**config.mk**
```make
export PLATFORM = sky130hd
export DESIGN_NAME = fidj_exec
export DESIGN_NICKNAME = d
export VERILOG_FILES = /design/src/design/fidj_pkg.sv /design/src/design/fidj_exec.sv /design/src/design/fidj_phase_seq.sv
export SDC_FILE = /design/constraint.sdc
export NUM_CORES = 1
export LEC_CHECK = 0
export BUFFER_PORTS_ARGS = -buffer_cell sky130_fd_sc_hd__buf_4
export CAP_MARGIN = 25
export CORE_MARGIN = 3
export CORE_UTILIZATION = 35
export CTS_CLUSTER_DIAMETER = 60
export CTS_CLUSTER_SIZE = 8
export DETAILED_ROUTE_END_ITERATION = 8
export HOLD_SLACK_MARGIN = 0.15
export PLACE_DENSITY_LB_ADDON = 0.12
export SETUP_SLACK_MARGIN = 0.4
export SLEW_MARGIN = 10
export SYNTH_ARGS = -nofsm -noshare
export SYNTH_HDL_FRONTEND = slang
export SYNTH_SLANG_ARGS = --single-unit
```
**constraint.sdc**
```tcl
create_clock -name clk_i -period 2.15 [get_ports clk_i]
set_input_delay 0.215 -clock clk_i [delete_from_list [all_inputs] [get_ports clk_i]]
set_output_delay 0.215 -clock clk_i [all_outputs]
set_load 0.05 [all_outputs]
```
**src/design/fidj_pkg.sv**
```systemverilog
// Constants and types for the file increment/decrement and jump execution block.
// Assumes a core that runs four phases per instruction cycle on one clock.
// Notes on behaviour
// - Decrement opcode subtracts one from addressed location
// - Destination bit zero writes W, one writes location
// - One word, one cycle: decode, read, compute, write; a jump or taken skip adds a no-op cycle
// - Increment adds one, sets zero flag on wrap
// - Decrement-skip on zero skips the next instruction
package fidj_pkg;

  localparam int unsigned INSTR_W      = 14;
  localparam int unsigned DATA_W       = 8;
  localparam int unsigned ADDR_W       = 7;
  localparam int unsigned PC_W         = 13;
  localparam int unsigned LATCH_W      = 8;
  localparam int unsigned PHASE_COUNT  = 4;
  localparam int unsigned PHASE_W      = 2;

  // Opcode field of the byte-oriented group sits in bits 13:8
  localparam int unsigned OPC_HI       = 13;
  localparam int unsigned OPC_LO       = 8;
  localparam logic [5:0]  OPC_DEC      = 6'h03;
  localparam logic [5:0]  OPC_INC      = 6'h0a;
  localparam logic [5:0]  OPC_DEC_SKIP = 6'h0b;

  // Jump opcode occupies bits 13:11
  localparam int unsigned JMP_OPC_LO   = 11;
  localparam logic [2:0]  OPC_JUMP     = 3'h5;

  // Field positions
  localparam int unsigned DEST_BIT     = 7;
  localparam int unsigned ADDR_HI      = 6;
  localparam int unsigned LIT_HI       = 10;
  localparam int unsigned LATCH_HI     = 4;
  localparam int unsigned LATCH_LO     = 3;

  // Destination select encoding
  localparam logic        DEST_W       = 1'b0;
  localparam logic        DEST_LOC     = 1'b1;

  // Phase numbers within an instruction cycle
  localparam logic [1:0]  PH_DECODE    = 2'h0;
  localparam logic [1:0]  PH_READ      = 2'h1;
  localparam logic [1:0]  PH_PROCESS   = 2'h2;
  localparam logic [1:0]  PH_WRITE     = 2'h3;

  // Reset values
  localparam logic [13:0] RST_INSTR    = 14'h0000;
  localparam logic [12:0] RST_PC       = 13'h0000;
  localparam logic [7:0]  RST_DATA     = 8'h00;

  // Program counter steps and the data step of one
  localparam logic [12:0] PC_STEP      = 13'h0001;
  localparam logic [12:0] PC_SKIP_STEP = 13'h0002;
  localparam logic [7:0]  ONE          = 8'h01;

  typedef enum logic [2:0] {
    FIDJ_OP_NONE,
    FIDJ_OP_DEC,
    FIDJ_OP_INC,
    FIDJ_OP_DEC_SKIP,
    FIDJ_OP_JUMP
  } fidj_op_t;

endpackage

```
**src/design/fidj_exec.sv**
```systemverilog
// Execution unit for decrement, increment, decrement-skip and jump.
// Fetches instr_i at pc_o during the decode phase; the register file
// answers reg_rd_data_i combinationally for reg_addr_o during the read phase.
`timescale 1ns/1ps
module fidj_exec
  import fidj_pkg::*;
(
  input  wire logic                 clk_i,
  input  wire logic                 rst_i,
  input  wire logic                 ce_i,
  input  wire logic [INSTR_W-1:0]   instr_i,
  input  wire logic [LATCH_W-1:0]   program_counter_high_latch_i,
  input  wire logic [DATA_W-1:0]    reg_rd_data_i,
  output logic      [PC_W-1:0]      pc_o,
  output logic      [PHASE_W-1:0]   phase_o,
  output logic      [ADDR_W-1:0]    reg_addr_o,
  output logic                      reg_wr_en_o,
  output logic                      w_wr_en_o,
  output logic      [DATA_W-1:0]    result_o,
  output logic                      z_o,
  output logic                      z_wr_en_o,
  output logic                      nop_cycle_o
);

  logic [PHASE_W-1:0] phase;
  logic               last_phase;

  fidj_phase_seq #(
    .PHASES (PHASE_COUNT),
    .PW     (PHASE_W)
  ) u_phase (
    .clk_i   (clk_i),
    .rst_i   (rst_i),
    .ce_i    (ce_i),
    .phase_o (phase),
    .last_o  (last_phase)
  );

  // Instruction, decode and pipeline state
  logic [INSTR_W-1:0] ir;
  logic [INSTR_W-1:0] next_ir;
  fidj_op_t           op;
  fidj_op_t           next_op;
  logic               nop_cycle;
  logic               next_nop_cycle;
  logic               flush;
  logic               next_flush;

  // Datapath state
  logic [DATA_W-1:0]  operand;
  logic [DATA_W-1:0]  next_operand;
  logic [DATA_W-1:0]  result;
  logic [DATA_W-1:0]  next_result;
  logic               zero;
  logic               next_zero;
  logic               reg_wr_en;
  logic               next_reg_wr_en;
  logic               w_wr_en;
  logic               next_w_wr_en;
  logic               z_wr_en;
  logic               next_z_wr_en;
  logic [PC_W-1:0]    pc;
  logic [PC_W-1:0]    next_pc;

  function automatic fidj_op_t decode_op(input logic [INSTR_W-1:0] word);
    fidj_op_t kind;
    kind = FIDJ_OP_NONE;
    if (word[OPC_HI:JMP_OPC_LO] == OPC_JUMP) begin
      kind = FIDJ_OP_JUMP;
    end else if (word[OPC_HI:OPC_LO] == OPC_DEC) begin
      kind = FIDJ_OP_DEC;
    end else if (word[OPC_HI:OPC_LO] == OPC_INC) begin
      kind = FIDJ_OP_INC;
    end else if (word[OPC_HI:OPC_LO] == OPC_DEC_SKIP) begin
      kind = FIDJ_OP_DEC_SKIP;
    end
    return kind;
  endfunction

  wire logic dest_loc = (ir[DEST_BIT] == DEST_LOC);

  // Instruction register and decode; a flushed cycle runs as a no-operation
  always_comb begin
    next_ir        = ir;
    next_op        = op;
    next_nop_cycle = nop_cycle;
    if (ce_i && phase == PH_DECODE) begin
      if (flush) begin
        next_ir        = RST_INSTR;
        next_op        = FIDJ_OP_NONE;
        next_nop_cycle = 1'b1;
      end else begin
        next_ir        = instr_i;
        next_op        = decode_op(instr_i);
        next_nop_cycle = 1'b0;
      end
    end
  end

  always_ff @(posedge clk_i or posedge rst_i) begin
    if (rst_i) begin
      ir        <= RST_INSTR;
      op        <= FIDJ_OP_NONE;
      nop_cycle <= 1'b0;
    end else begin
      ir        <= next_ir;
      op        <= next_op;
      nop_cycle <= next_nop_cycle;
    end
  end

  // Read, process and write phases
  always_comb begin
    next_operand   = operand;
    next_result    = result;
    next_zero      = zero;
    next_reg_wr_en = reg_wr_en;
    next_w_wr_en   = w_wr_en;
    next_z_wr_en   = z_wr_en;
    if (ce_i) begin
      unique case (phase)
        PH_DECODE: begin
          next_reg_wr_en = 1'b0;
          next_w_wr_en   = 1'b0;
          next_z_wr_en   = 1'b0;
        end
        PH_READ: begin
          next_operand = reg_rd_data_i;
        end
        PH_PROCESS: begin
          unique case (op)
            FIDJ_OP_DEC, FIDJ_OP_DEC_SKIP: begin
              next_result = operand - ONE;
            end
            FIDJ_OP_INC: begin
              next_result = operand + ONE;
            end
            FIDJ_OP_NONE, FIDJ_OP_JUMP: begin
              next_result = result;
            end
          endcase
          // Strobes stand for the whole write phase only
          if (op == FIDJ_OP_DEC || op == FIDJ_OP_INC || op == FIDJ_OP_DEC_SKIP) begin
            next_reg_wr_en = dest_loc;
            next_w_wr_en   = !dest_loc;
          end
          if (op == FIDJ_OP_DEC || op == FIDJ_OP_INC) begin
            next_z_wr_en = 1'b1;
            next_zero    = (operand == ((op == FIDJ_OP_INC) ? 8'hff : ONE));
          end
        end
        PH_WRITE: begin
          next_reg_wr_en = 1'b0;
          next_w_wr_en   = 1'b0;
          next_z_wr_en   = 1'b0;
        end
      endcase
    end
  end

  always_ff @(posedge clk_i or posedge rst_i) begin
    if (rst_i) begin
      operand   <= RST_DATA;
      result    <= RST_DATA;
      zero      <= 1'b0;
      reg_wr_en <= 1'b0;
      w_wr_en   <= 1'b0;
      z_wr_en   <= 1'b0;
    end else begin
      operand   <= next_operand;
      result    <= next_result;
      zero      <= next_zero;
      reg_wr_en <= next_reg_wr_en;
      w_wr_en   <= next_w_wr_en;
      z_wr_en   <= next_z_wr_en;
    end
  end

  // Program counter moves at the end of the write phase.
  // A skip steps by two and the following no-op cycle holds the count,
  // so the word discarded in it is fetched again next cycle and timing stays two cycles.
  always_comb begin
    next_pc    = pc;
    next_flush = flush;
    if (ce_i && last_phase) begin
      next_flush = 1'b0;
      if (nop_cycle) begin
        next_pc = pc;
      end else begin
        unique case (op)
          FIDJ_OP_JUMP: begin
            next_pc    = {program_counter_high_latch_i[LATCH_HI:LATCH_LO], ir[LIT_HI:0]};
            next_flush = 1'b1;
          end
          FIDJ_OP_DEC_SKIP: begin
            if (result == RST_DATA) begin
              next_pc    = pc + PC_SKIP_STEP;
              next_flush = 1'b1;
            end else begin
              next_pc = pc + PC_STEP;
            end
          end
          FIDJ_OP_NONE, FIDJ_OP_DEC, FIDJ_OP_INC: begin
            next_pc = pc + PC_STEP;
          end
        endcase
      end
    end
  end

  always_ff @(posedge clk_i or posedge rst_i) begin
    if (rst_i) begin
      pc    <= RST_PC;
      flush <= 1'b0;
    end else begin
      pc    <= next_pc;
      flush <= next_flush;
    end
  end

  assign pc_o        = pc;
  assign phase_o     = phase;
  assign reg_addr_o  = ir[ADDR_HI:0];
  assign reg_wr_en_o = reg_wr_en;
  assign w_wr_en_o   = w_wr_en;
  assign result_o    = result;
  assign z_o         = zero;
  assign z_wr_en_o   = z_wr_en;
  assign nop_cycle_o = nop_cycle;

endmodule

```
**src/design/fidj_phase_seq.sv**
```systemverilog
// Phase sequencer: splits the core clock into instruction-cycle phases.
// Assumes a synchronous clock enable that freezes the count while low.
`timescale 1ns/1ps
module fidj_phase_seq
  import fidj_pkg::*;
#(
  parameter int unsigned PHASES = PHASE_COUNT,
  parameter int unsigned PW     = PHASE_W
) (
  input  wire logic          clk_i,
  input  wire logic          rst_i,
  input  wire logic          ce_i,
  output logic      [PW-1:0] phase_o,
  output logic               last_o
);

  localparam logic [PW-1:0] LAST_PHASE = PW'(PHASES - 1);

  logic [PW-1:0] phase;
  logic [PW-1:0] next_phase;

  always_comb begin
    next_phase = phase;
    if (ce_i) begin
      next_phase = (phase == LAST_PHASE) ? '0 : phase + PW'(1);
    end
  end

  always_ff @(posedge clk_i or posedge rst_i) begin
    if (rst_i) begin
      phase <= '0;
    end else begin
      phase <= next_phase;
    end
  end

  assign phase_o = phase;
  assign last_o  = (phase == LAST_PHASE);

endmodule

```
Word-level counts from Yosys, hierarchy flattened
Cells that the tools add are included.
Word-level totals
  word-level logic and storage cells: 73
  bits in registers: 51
  output and inout bits: 35
Operators by class
  add/sub/neg operators: 5
  bitwise logic cells: 2
  mux-type cells: 21
  reductions and logical operators: 19
  equality and inequality tests: 14
Operators by type and width (number)
  one-hot mux 13 bit (3 select lines): 1
  one-hot mux 8 bit (2 select lines): 1
  adder 13 x 1 -> 13 bit (second input constant): 1
  adder 13 x 2 -> 13 bit (second input constant): 1
  2-to-1 mux 13 bit: 1
  equality test 6 x 4 -> 1 bit (second input constant): 2
  AND reduction 3 bit: 4
  2-to-1 mux 11 bit: 1
  adder 8 x 1 -> 8 bit (second input constant): 1
  equality test 8 bit: 1
  logical NOT 8 bit: 1
  2-to-1 mux 2 bit: 4
  2-to-1 mux 8 bit: 1
  one-hot mux 1 bit (2 select lines): 4
  subtractor 8 x 1 -> 8 bit (second input constant): 1
  equality test 3 x 2 -> 1 bit (second input constant): 2
  equality test 3 bit (second input constant): 2
  equality test 6 x 2 -> 1 bit (second input constant): 1
  2-to-1 mux 1 bit: 6
  2-to-1 mux 3 bit: 2
  OR reduction 2 bit: 3
  equality test 2 bit (second input constant): 2
  != test 2 bit (second input constant): 2
  AND reduction 2 bit: 2
  11 further kinds: 14

Depth between registers and ports, before layout
Gate-level depths: netlist of run 1.
  depth in word-level cells: 6
  depth in mapped cells: 9
  depth with buffers taken out: 8

Cells and area by module
A second synthesis of run 1 with hierarchy kept.
Unflattened totals
  cells, all modules: 362
  area, all modules: 3208.1 µm²
By module, submodules not included
  fidj_exec: times used 1, cells each 355, area each 3115.5 µm²
  fidj_phase_seq: times used 1, cells each 7, area each 92.6 µm²

Worst setup path after synthesis of run 1
Ideal clock, no wire load.
  path kind: register to register
  start: register op[0]
  end: register result[6], in the netlist result_o[6]
  arrival time: 1918 ps
  library setup time: 151 ps
  required time: 1999 ps
  cell stages (with the launch flop): 10
  period minus slack after synthesis: 2068 ps
  path slack: 82 ps
  path buffers: 1
  cells stage by stage: dfrtp_1 > clkbuf_8 > nor2_1 > nand2_1 > fa_1 > a21o_1 > a21oi_1 > o21bai_1 > mux2i_1 > o311ai_0
On the way
  word-level cells in the longest chain between the ends: 4
  elaborated cells between the ends (all ways): 10
  those cells by class: 4 x eq/ne; 1 x mux; 1 x bitwise; 4 x reduce/logical
Ends and longest elaborated chain
  start, declared: RTL line fidj_exec.sv:42  | fidj_op_t op;
  start signal, assigned: RTL line fidj_exec.sv:107  | op <= next_op;
  equality test 3 bit / logical NOT 3 bit (equally long branches): RTL line fidj_exec.sv:131  | unique case (op)
  OR reduction 2 bit: RTL line fidj_exec.sv:131
  NOT 1 bit (no source line)
  AND reduction 3 bit (no source line)
  end signal, assigned: RTL line fidj_exec.sv:171  | result <= next_result;
  end, declared: RTL line fidj_exec.sv:52  | logic [DATA_W-1:0] result;
Several ways; a longest one is shown, not always the timed one.
A chain may end at the register's enable or synchronous reset.

Worst setup path after layout of run 1
  start: register op[2]
  end: register result[6], in the netlist result_o[6]
Same word-level chain as after synthesis.

==> flow_metrics.tcl, run 1 <==
set metrics [dict create \
    status "completed" \
    powerDensity_nw_per_um2 1480 \
    synth_warnings 0 \
    critPathArrivalTime_ps 2030 \
    cp_max_fo 6 \
    syn-cell-area_sq_um 3260 \
    syn_nets 406 \
    p_sw_mw 3.20 \
    async_flop_share_pct 100 \
    clk_path_buf_depth 2 \
    die_area_sq_um 10500 \
    cts_tree "yes" \
    layout.cells.most_common "buf_4" \
    ys_top_cells_by_area "dfrtp_1 (39%), o21ai_0 (6.0%), nand2_1 (5.4%), ha_1 (5.4%), mux2_2 (3.8%)" \
    critical_path_class "reg -> reg" \
    setup.worst_path.end "result_o[6]$_DFFE_PP0P_" \
    fin_setup_tns_ps 0 \
    dpl.hpwl_mm 6.33 \
    area_growth_pct 34.6 \
    final_max_slew_viol_count 0 \
    swShare_pct 49.2 \
    viasPerCell 5.36 \
    start_util_pct 36.7 \
    dp.cells 512 \
    mostFrequentLayoutCells "buf_4 (85), nand2_1 (43), dfrtp_1 (36)" \
    slew_headroom_pct 71.9 \
    rsz0062_at_grt "true" \
    cts.clk_slew.worst_paths_ps 100 \
    routed_wl_mm 8.74 \
    endpoint_kind "flop" \
    cts-root-buf "clkbuf_8" \
    final_cells 548 \
    grt_pass1_vias 2816 \
    fillers 839 \
    final_nets 487 \
    die_h_microns 103 \
    fin_crit_sh_pct 85.7 \
    r2r_slack_ps 310 \
    gp_congestion 0.855 \
    hp-class "in -> reg" \
    antenna_left 0 \
    overflow 0 \
    grt_pass1_wl_mm 14.3 \
    ir_worst_vdd_mv 0.538 \
    synth_area_per_cell_sq_um 9.11 \
    worstHoldStart "instr_i[13]" \
    synth_cell_types 62 \
    holdWs_ps 170 \
    first_pass_iters 4 \
    yosysTopAreaCell "dfrtp_1" \
    via_count 2940 \
    die_x_microns 103 \
    required_ps 2340 \
    synth-seq-area-share_pct 39.1 \
    finalSetupViolCount 0 \
    syn_inst 358 \
    r2r_start "op[2]$_DFFE_PP0P_" \
    cts_sinks 51 \
    io_buffers 61 \
    cts_made_buffers 5 \
    synth-edff-count 0 \
    p_leak_nw 1.87 \
    io_pins 68 \
    finalClockSkew_ps 9.19 \
    clock_power_share_pct 10.4 \
    first_iter_violations 289 \
    grt_usage_pct 17.2 \
    post-route-min-period_ps 1840 \
    coreArea_sq_um 8890 \
    yosysTopAreaCellShare_pct 39.1 \
    worstRegToRegCells 8 \
    n_antenna_cell 0 \
    pwr-share-seq_pct 29.6 \
    whs_path_depth 3 \
    grt_max_degree 52 \
    drive_gt1_share_pct 38.4 \
    total_power_mw 6.50 \
    ys_ff_latch 51 \
    finalCoreUtilization_pct 49.4 \
    hold_viol 0 \
    fmax_mhz 542 \
    cp-startpoint "op[2]$_DFFE_PP0P_" \
    r2r_end "result_o[6]$_DFFE_PP0P_" \
    combPwrFrac_pct 59.9 \
    htreeDepth 2 \
    clk-insertion-delay-late_ps 300 \
    tightest_slew_ps 421 \
    drc 0 \
    drv_cap 0 \
    fp-row-count 34 \
    wl_per_cell_microns 15.9 \
    cellInternalPower_mw 3.30 \
    antenna_found_initial 0 \
    critPathLaunchType "flop" \
    synthFlopType "dfrtp_1" \
]
[worst min path at each step]
stage / endpoint
4_1_cts: op[2]$_DFFE_PP0P_
6_report: op[2]$_DFFE_PP0P_
3_3_place_gp: operand[1]$_DFFE_PP0P_
3_5_place_dp: operand[1]$_DFFE_PP0P_
5_1_grt: ir[7]$_DFFE_PP0P_
2_1_floorplan: op[2]$_DFFE_PP0P_
[logic make-up after synthesis]
logic type               Yosys count  synth area share [%]
adder cells (fa/ha/maj)           15                  5.98
AND/OR/NAND/NOR                  136                  21.1
XOR/XNOR                          10                  2.69
flip-flops                        51                  39.1
buffers and inverters             39                  7.63
AO/OA/AOI/OAI                     94                  19.0
multiplexers                      13                  4.41
[cells in the mapped netlist, types with 4 or more instances]
master / number
nand2b_1: 14
o31ai_1: 4
inv_1: 14
nand2_1: 47
nor3_1: 13
buf_4: 8
a21oi_1: 9
o21ai_0: 39
nand3_1: 13
a221oi_1: 4
dfrtp_1: 51
xnor2_1: 7
nor4_1: 5
clkbuf_1: 9
ha_1: 14
clkbuf_8: 4
a31oi_1: 4
mux2_2: 11
nor2_1: 20
[per-layer routing]
layer	wire length [microns]	up-vias	GRT usage [%]	share of wire [%]
li1	-	1445	-	-
met1	4230	1402	24.2	48
met2	3970	81	27.5	45
met3	385	12	2.50	4.4
met4	147	0	5.35	1.7
met5	0	-	0	0
[critical path, stage by stage (launching register included)]
cell	delay (ps)
dfrtp_1	420
nor2_4	130
nand2_4	100
fa_2	360
a21o_1	180
a21oi_2	170
o21bai_1	100
mux2i_1	160
o311ai_1	110
[power by group through the flow]
stage | clock [mW] | sequential (mW) | combinational (mW)
global placement | 0 | 1.93 | 3.33
CTS | 0.711 | 1.95 | 3.61
global route | 0.740 | 2.00 | 4.21
floorplan | 0 | 2.36 | 2.11
finish | 0.677 | 1.93 | 3.90
detailed placement | 0 | 1.94 | 3.36
[cell type report]
cell class / count / area [sq um] / area share [%]
clock buffer: 5 / 68.8 / 1.57
clock inverter: 3 / 43.8 / 0.997
timing repair buffer: 99 / 801 / 18.2
multi-input combinational: 268 / 1990 / 45.4
tap: 108 / 135 / 3.08
inverter: 14 / 52.6 / 1.20
sequential: 51 / 1290 / 29.5
[flip-flops by register name, indices dropped and copies added, names as in the netlist]
signal	cells
u_phase.phase_o	2
z_wr_en_o	1
result_o	8
operand	8
op	3
ir	11
nop_cycle_o	1
flush	1
z_o	1
reg_wr_en_o	1
w_wr_en_o	1
pc_o	13
[timing repair]
item / in CTS / in global routing
hold buffers: 10 / 0
setup buffers: 9 / 9
cloned: 0 / 0
pin swaps: 18 / 12
hold endpoints to repair: 61 / 0
gates resized for setup: 23 / 23
endpoints found under the setup margin: 15 / 22
[through the flow]
step | instance area [sq um] | setup WS (ps)
finish | 4390 | 306
floorplan | 3370 | 264
CTS | 4240 | 292
global route | 4390 | 189
detailed placement | 3850 | 152
global placement | 3850 | 250
No activity file was read; power rests on OpenSTA's default activity.
==> run 2, diff against run 1 <==
- CTS_CLUSTER_DIAMETER: 60 -> default
- SYNTH_HIERARCHICAL: default -> 1
==> flow_metrics.tcl, run 2 <==
set metrics [dict create \
    htreeDepth 2 \
    worst_slack_ps 206 \
    overflow 0 \
    r2r_slack_ps 210 \
    netlist_top_cells_count "nand2_1 (53), dfrtp_1 (51), o21ai_0 (41)" \
    cts_sinks 51 \
    via_count 2897 \
    synth_xor_area_share_pct 1.91 \
    fillers 849 \
    grt_usage_pct 17.3 \
    synth_compound_area_share_pct 19.1 \
    cts-root-buf "clkbuf_8" \
    finalSetupViolCount 0 \
    p_leak_nw 1.89 \
    io_buffers 61 \
    mostFrequentLayoutCells "buf_4 (85), nand2_1 (51), dfrtp_1 (38)" \
    synth-seq-area-share_pct 39.8 \
    multiInputGateArea_sq_um 1900 \
    dp.cells 524 \
    fmax_mhz 514 \
    fin_setup_tns_ps 0 \
    synth_warnings 6 \
    synth_top_family_by_area "simple AND/OR/NAND/NOR gates" \
    first_iter_violations 121 \
    critical_path_class "reg -> reg" \
    p_sw_mw 3.18 \
    clock_power_share_pct 9.2 \
    clk-insertion-delay-late_ps 300 \
    die_area_sq_um 10400 \
    fin_crit_sh_pct 90.4 \
    dpl.hpwl_mm 6.37 \
    synthFlopType "dfrtp_1" \
    fp-row-count 34 \
    cts.clk_slew.worst_paths_ps 90 \
    die_x_microns 102 \
    finalClockSkew_ps 8.45 \
    synth_area_per_cell_sq_um 8.86 \
    grt_pass1_vias 2853 \
    syn-cell-area_sq_um 3210 \
    coreArea_sq_um 8810 \
    slew_headroom_pct 54.8 \
    final_max_slew_viol_count 0 \
    gp_congestion 0.865 \
    drv_cap 0 \
    pwr-share-seq_pct 29.7 \
    grt_pass1_wl_mm 14.2 \
    area_growth_pct 31.6 \
    crit_chain "or4_4, nor3_4, mux2i_2, and3_1, o21ai_1" \
    powerDensity_nw_per_um2 1510 \
    drc 0 \
    hold_viol 0 \
    grt_max_degree 31 \
    rsz0062_at_grt "true" \
    status "completed" \
    hp-class "in -> reg" \
    cts_made_buffers 5 \
    ys_top_cells_by_area "dfrtp_1 (40%), o21ai_0 (6.4%), nand2_1 (6.2%), ha_1 (5.5%), mux2_2 (4.2%)" \
    syn_inst 362 \
    antenna_left 0 \
    synthSimpleGateAreaFrac_pct 21.9 \
    yosysTopAreaCellShare_pct 39.8 \
    critPathMaxStageDelay_ps 580 \
    regArea_sq_um 1290 \
    synth_most_common_cell "nand2_1" \
    combPwrFrac_pct 61.0 \
    n_antenna_cell 0 \
    synth-edff-count 0 \
    worst_path_max_delay_cell "or4_4" \
    routed_wl_mm 8.56 \
    start_util_pct 36.4 \
    cellInternalPower_mw 3.18 \
    clk_path_buf_depth 2 \
    post-route-min-period_ps 1940 \
    antenna_found_initial 0 \
    post-place-ws_ps 173 \
    io_pins 68 \
    wl_per_cell_microns 15.6 \
    ir_worst_vdd_mv 0.658 \
    required_ps 2340 \
    first_pass_iters 4 \
    endpoint_kind "flop" \
    swShare_pct 50.0 \
    viasPerCell 5.29 \
    layout.cells.most_common "buf_4" \
    largest_reg_flops 13 \
    critPathLaunchType "flop" \
    final_nets 487 \
    finalCoreUtilization_pct 47.9 \
    async_flop_share_pct 100 \
    syn_nets 410 \
    tightest_slew_ps 676 \
    total_power_mw 6.35 \
    ys_ff_latch 51 \
    muxShareOfSynthArea_pct 5.77 \
    final_cells 548 \
    cts_tree "yes" \
    yosys.area_share.adder_pct 6.08 \
    yosysTopAreaCell "dfrtp_1" \
    die_h_microns 102 \
    synth_cell_types 57 \
    critPathArrivalTime_ps 2140 \
    cp_max_fo 3 \
    drive_gt1_share_pct 32.7 \
]
## run 2: changes by cell type in the layout (fill, tap and decap cells not counted), sizes merged, moves of 3 or more
cell | before | now
o22ai | 3 | 0
nor3 | 14 | 9
nand2 | 47 | 53
a221oi | 4 | 0
nand3 | 13 | 7
and3 | 3 | 8
nand4 | 4 | 7
xnor2 | 7 | 4
mux2i | 2 | 5
## run 2: timing repair
item	4_1_cts	5_1_grt
setup buffers	5	2
endpoints found under the hold margin	38	0
gates resized for setup	15	1
endpoints found under the setup margin	17	20
hold buffers	9	0
pin swaps	15	9
## run 2: area by class of cell
type                       count  share of cell area [%]
clock buffer                   7                    2.05
clock inverter                 1                   0.208
inverter                      13                    1.16
multi-input combinational    272                    45.0
sequential                    51                    30.6
tap                          108                    3.20
timing repair buffer          96                    17.8
## run 2: power groups by stage
stage	clock network, mW	logic [mW]	registers (mW)
after global routing	0.643	4.24	1.96
after CTS	0.612	3.88	1.89
after detailed placement	0	3.74	1.90
after global placement	0	3.70	1.89
after floorplan	0	2.16	2.44
final	0.587	3.88	1.89
## run 2: cell families (layout without fill, tap and decap cells)
logic type	count (synthesis)	after routing
fa+ha+maj	15	15
mux	17	17
flops	51	51
simple gates	137	137
buf+inv	39	117
xor+xnor	7	7
compound gates	96	96
## run 2: layer usage
metal  share of wire [%]  wire length [microns]  vias up  GRT usage [%]
met1                  49                   4160     1368           24.6
li1                    -                      -     1458              -
met5                   0                      0        -              0
met4                0.95                     81        0           4.19
met2                  46                   3950       60           27.5
met3                 4.4                    376       11           2.82
## run 2: final timing paths
check,from,to,cells past startpoint
max reg2reg,result_o[1]$_DFFE_PP0P_,pc_o[8]$_DFFE_PP0P_,5
min,instr_i[2],ir[2]$_DFFE_PP0P_,3
max in group asynchronous,rst_i,op[0]$_DFFE_PP0P_,4
min reg2reg,w_wr_en_o$_DFFE_PP0P_,w_wr_en_o$_DFFE_PP0P_,2
min in group asynchronous,rst_i,u_phase/phase_o[0]$_DFFE_PP0P_,3
max,result_o[1]$_DFFE_PP0P_,pc_o[8]$_DFFE_PP0P_,5
## run 2: through the flow
| step | cell area, sq um | hold slack [ps] |
|---|---|---|
| 6_report | 4220 | 169 |
| 5_1_grt | 4220 | 165 |
| 4_1_cts | 4200 | 158 |
| 3_5_place_dp | 3920 | 93.5 |
| 3_3_place_gp | 3920 | 86.0 |
| 2_1_floorplan | 3320 | -43.8 |
## run 2: critical path: cells and delay by family (launching register included)
kind             cells  cell delay, ps
multiplexers         1             310
flip-flops           1             420
AND/OR/NAND/NOR      3            1050
AO/OA/AOI/OAI        1              50
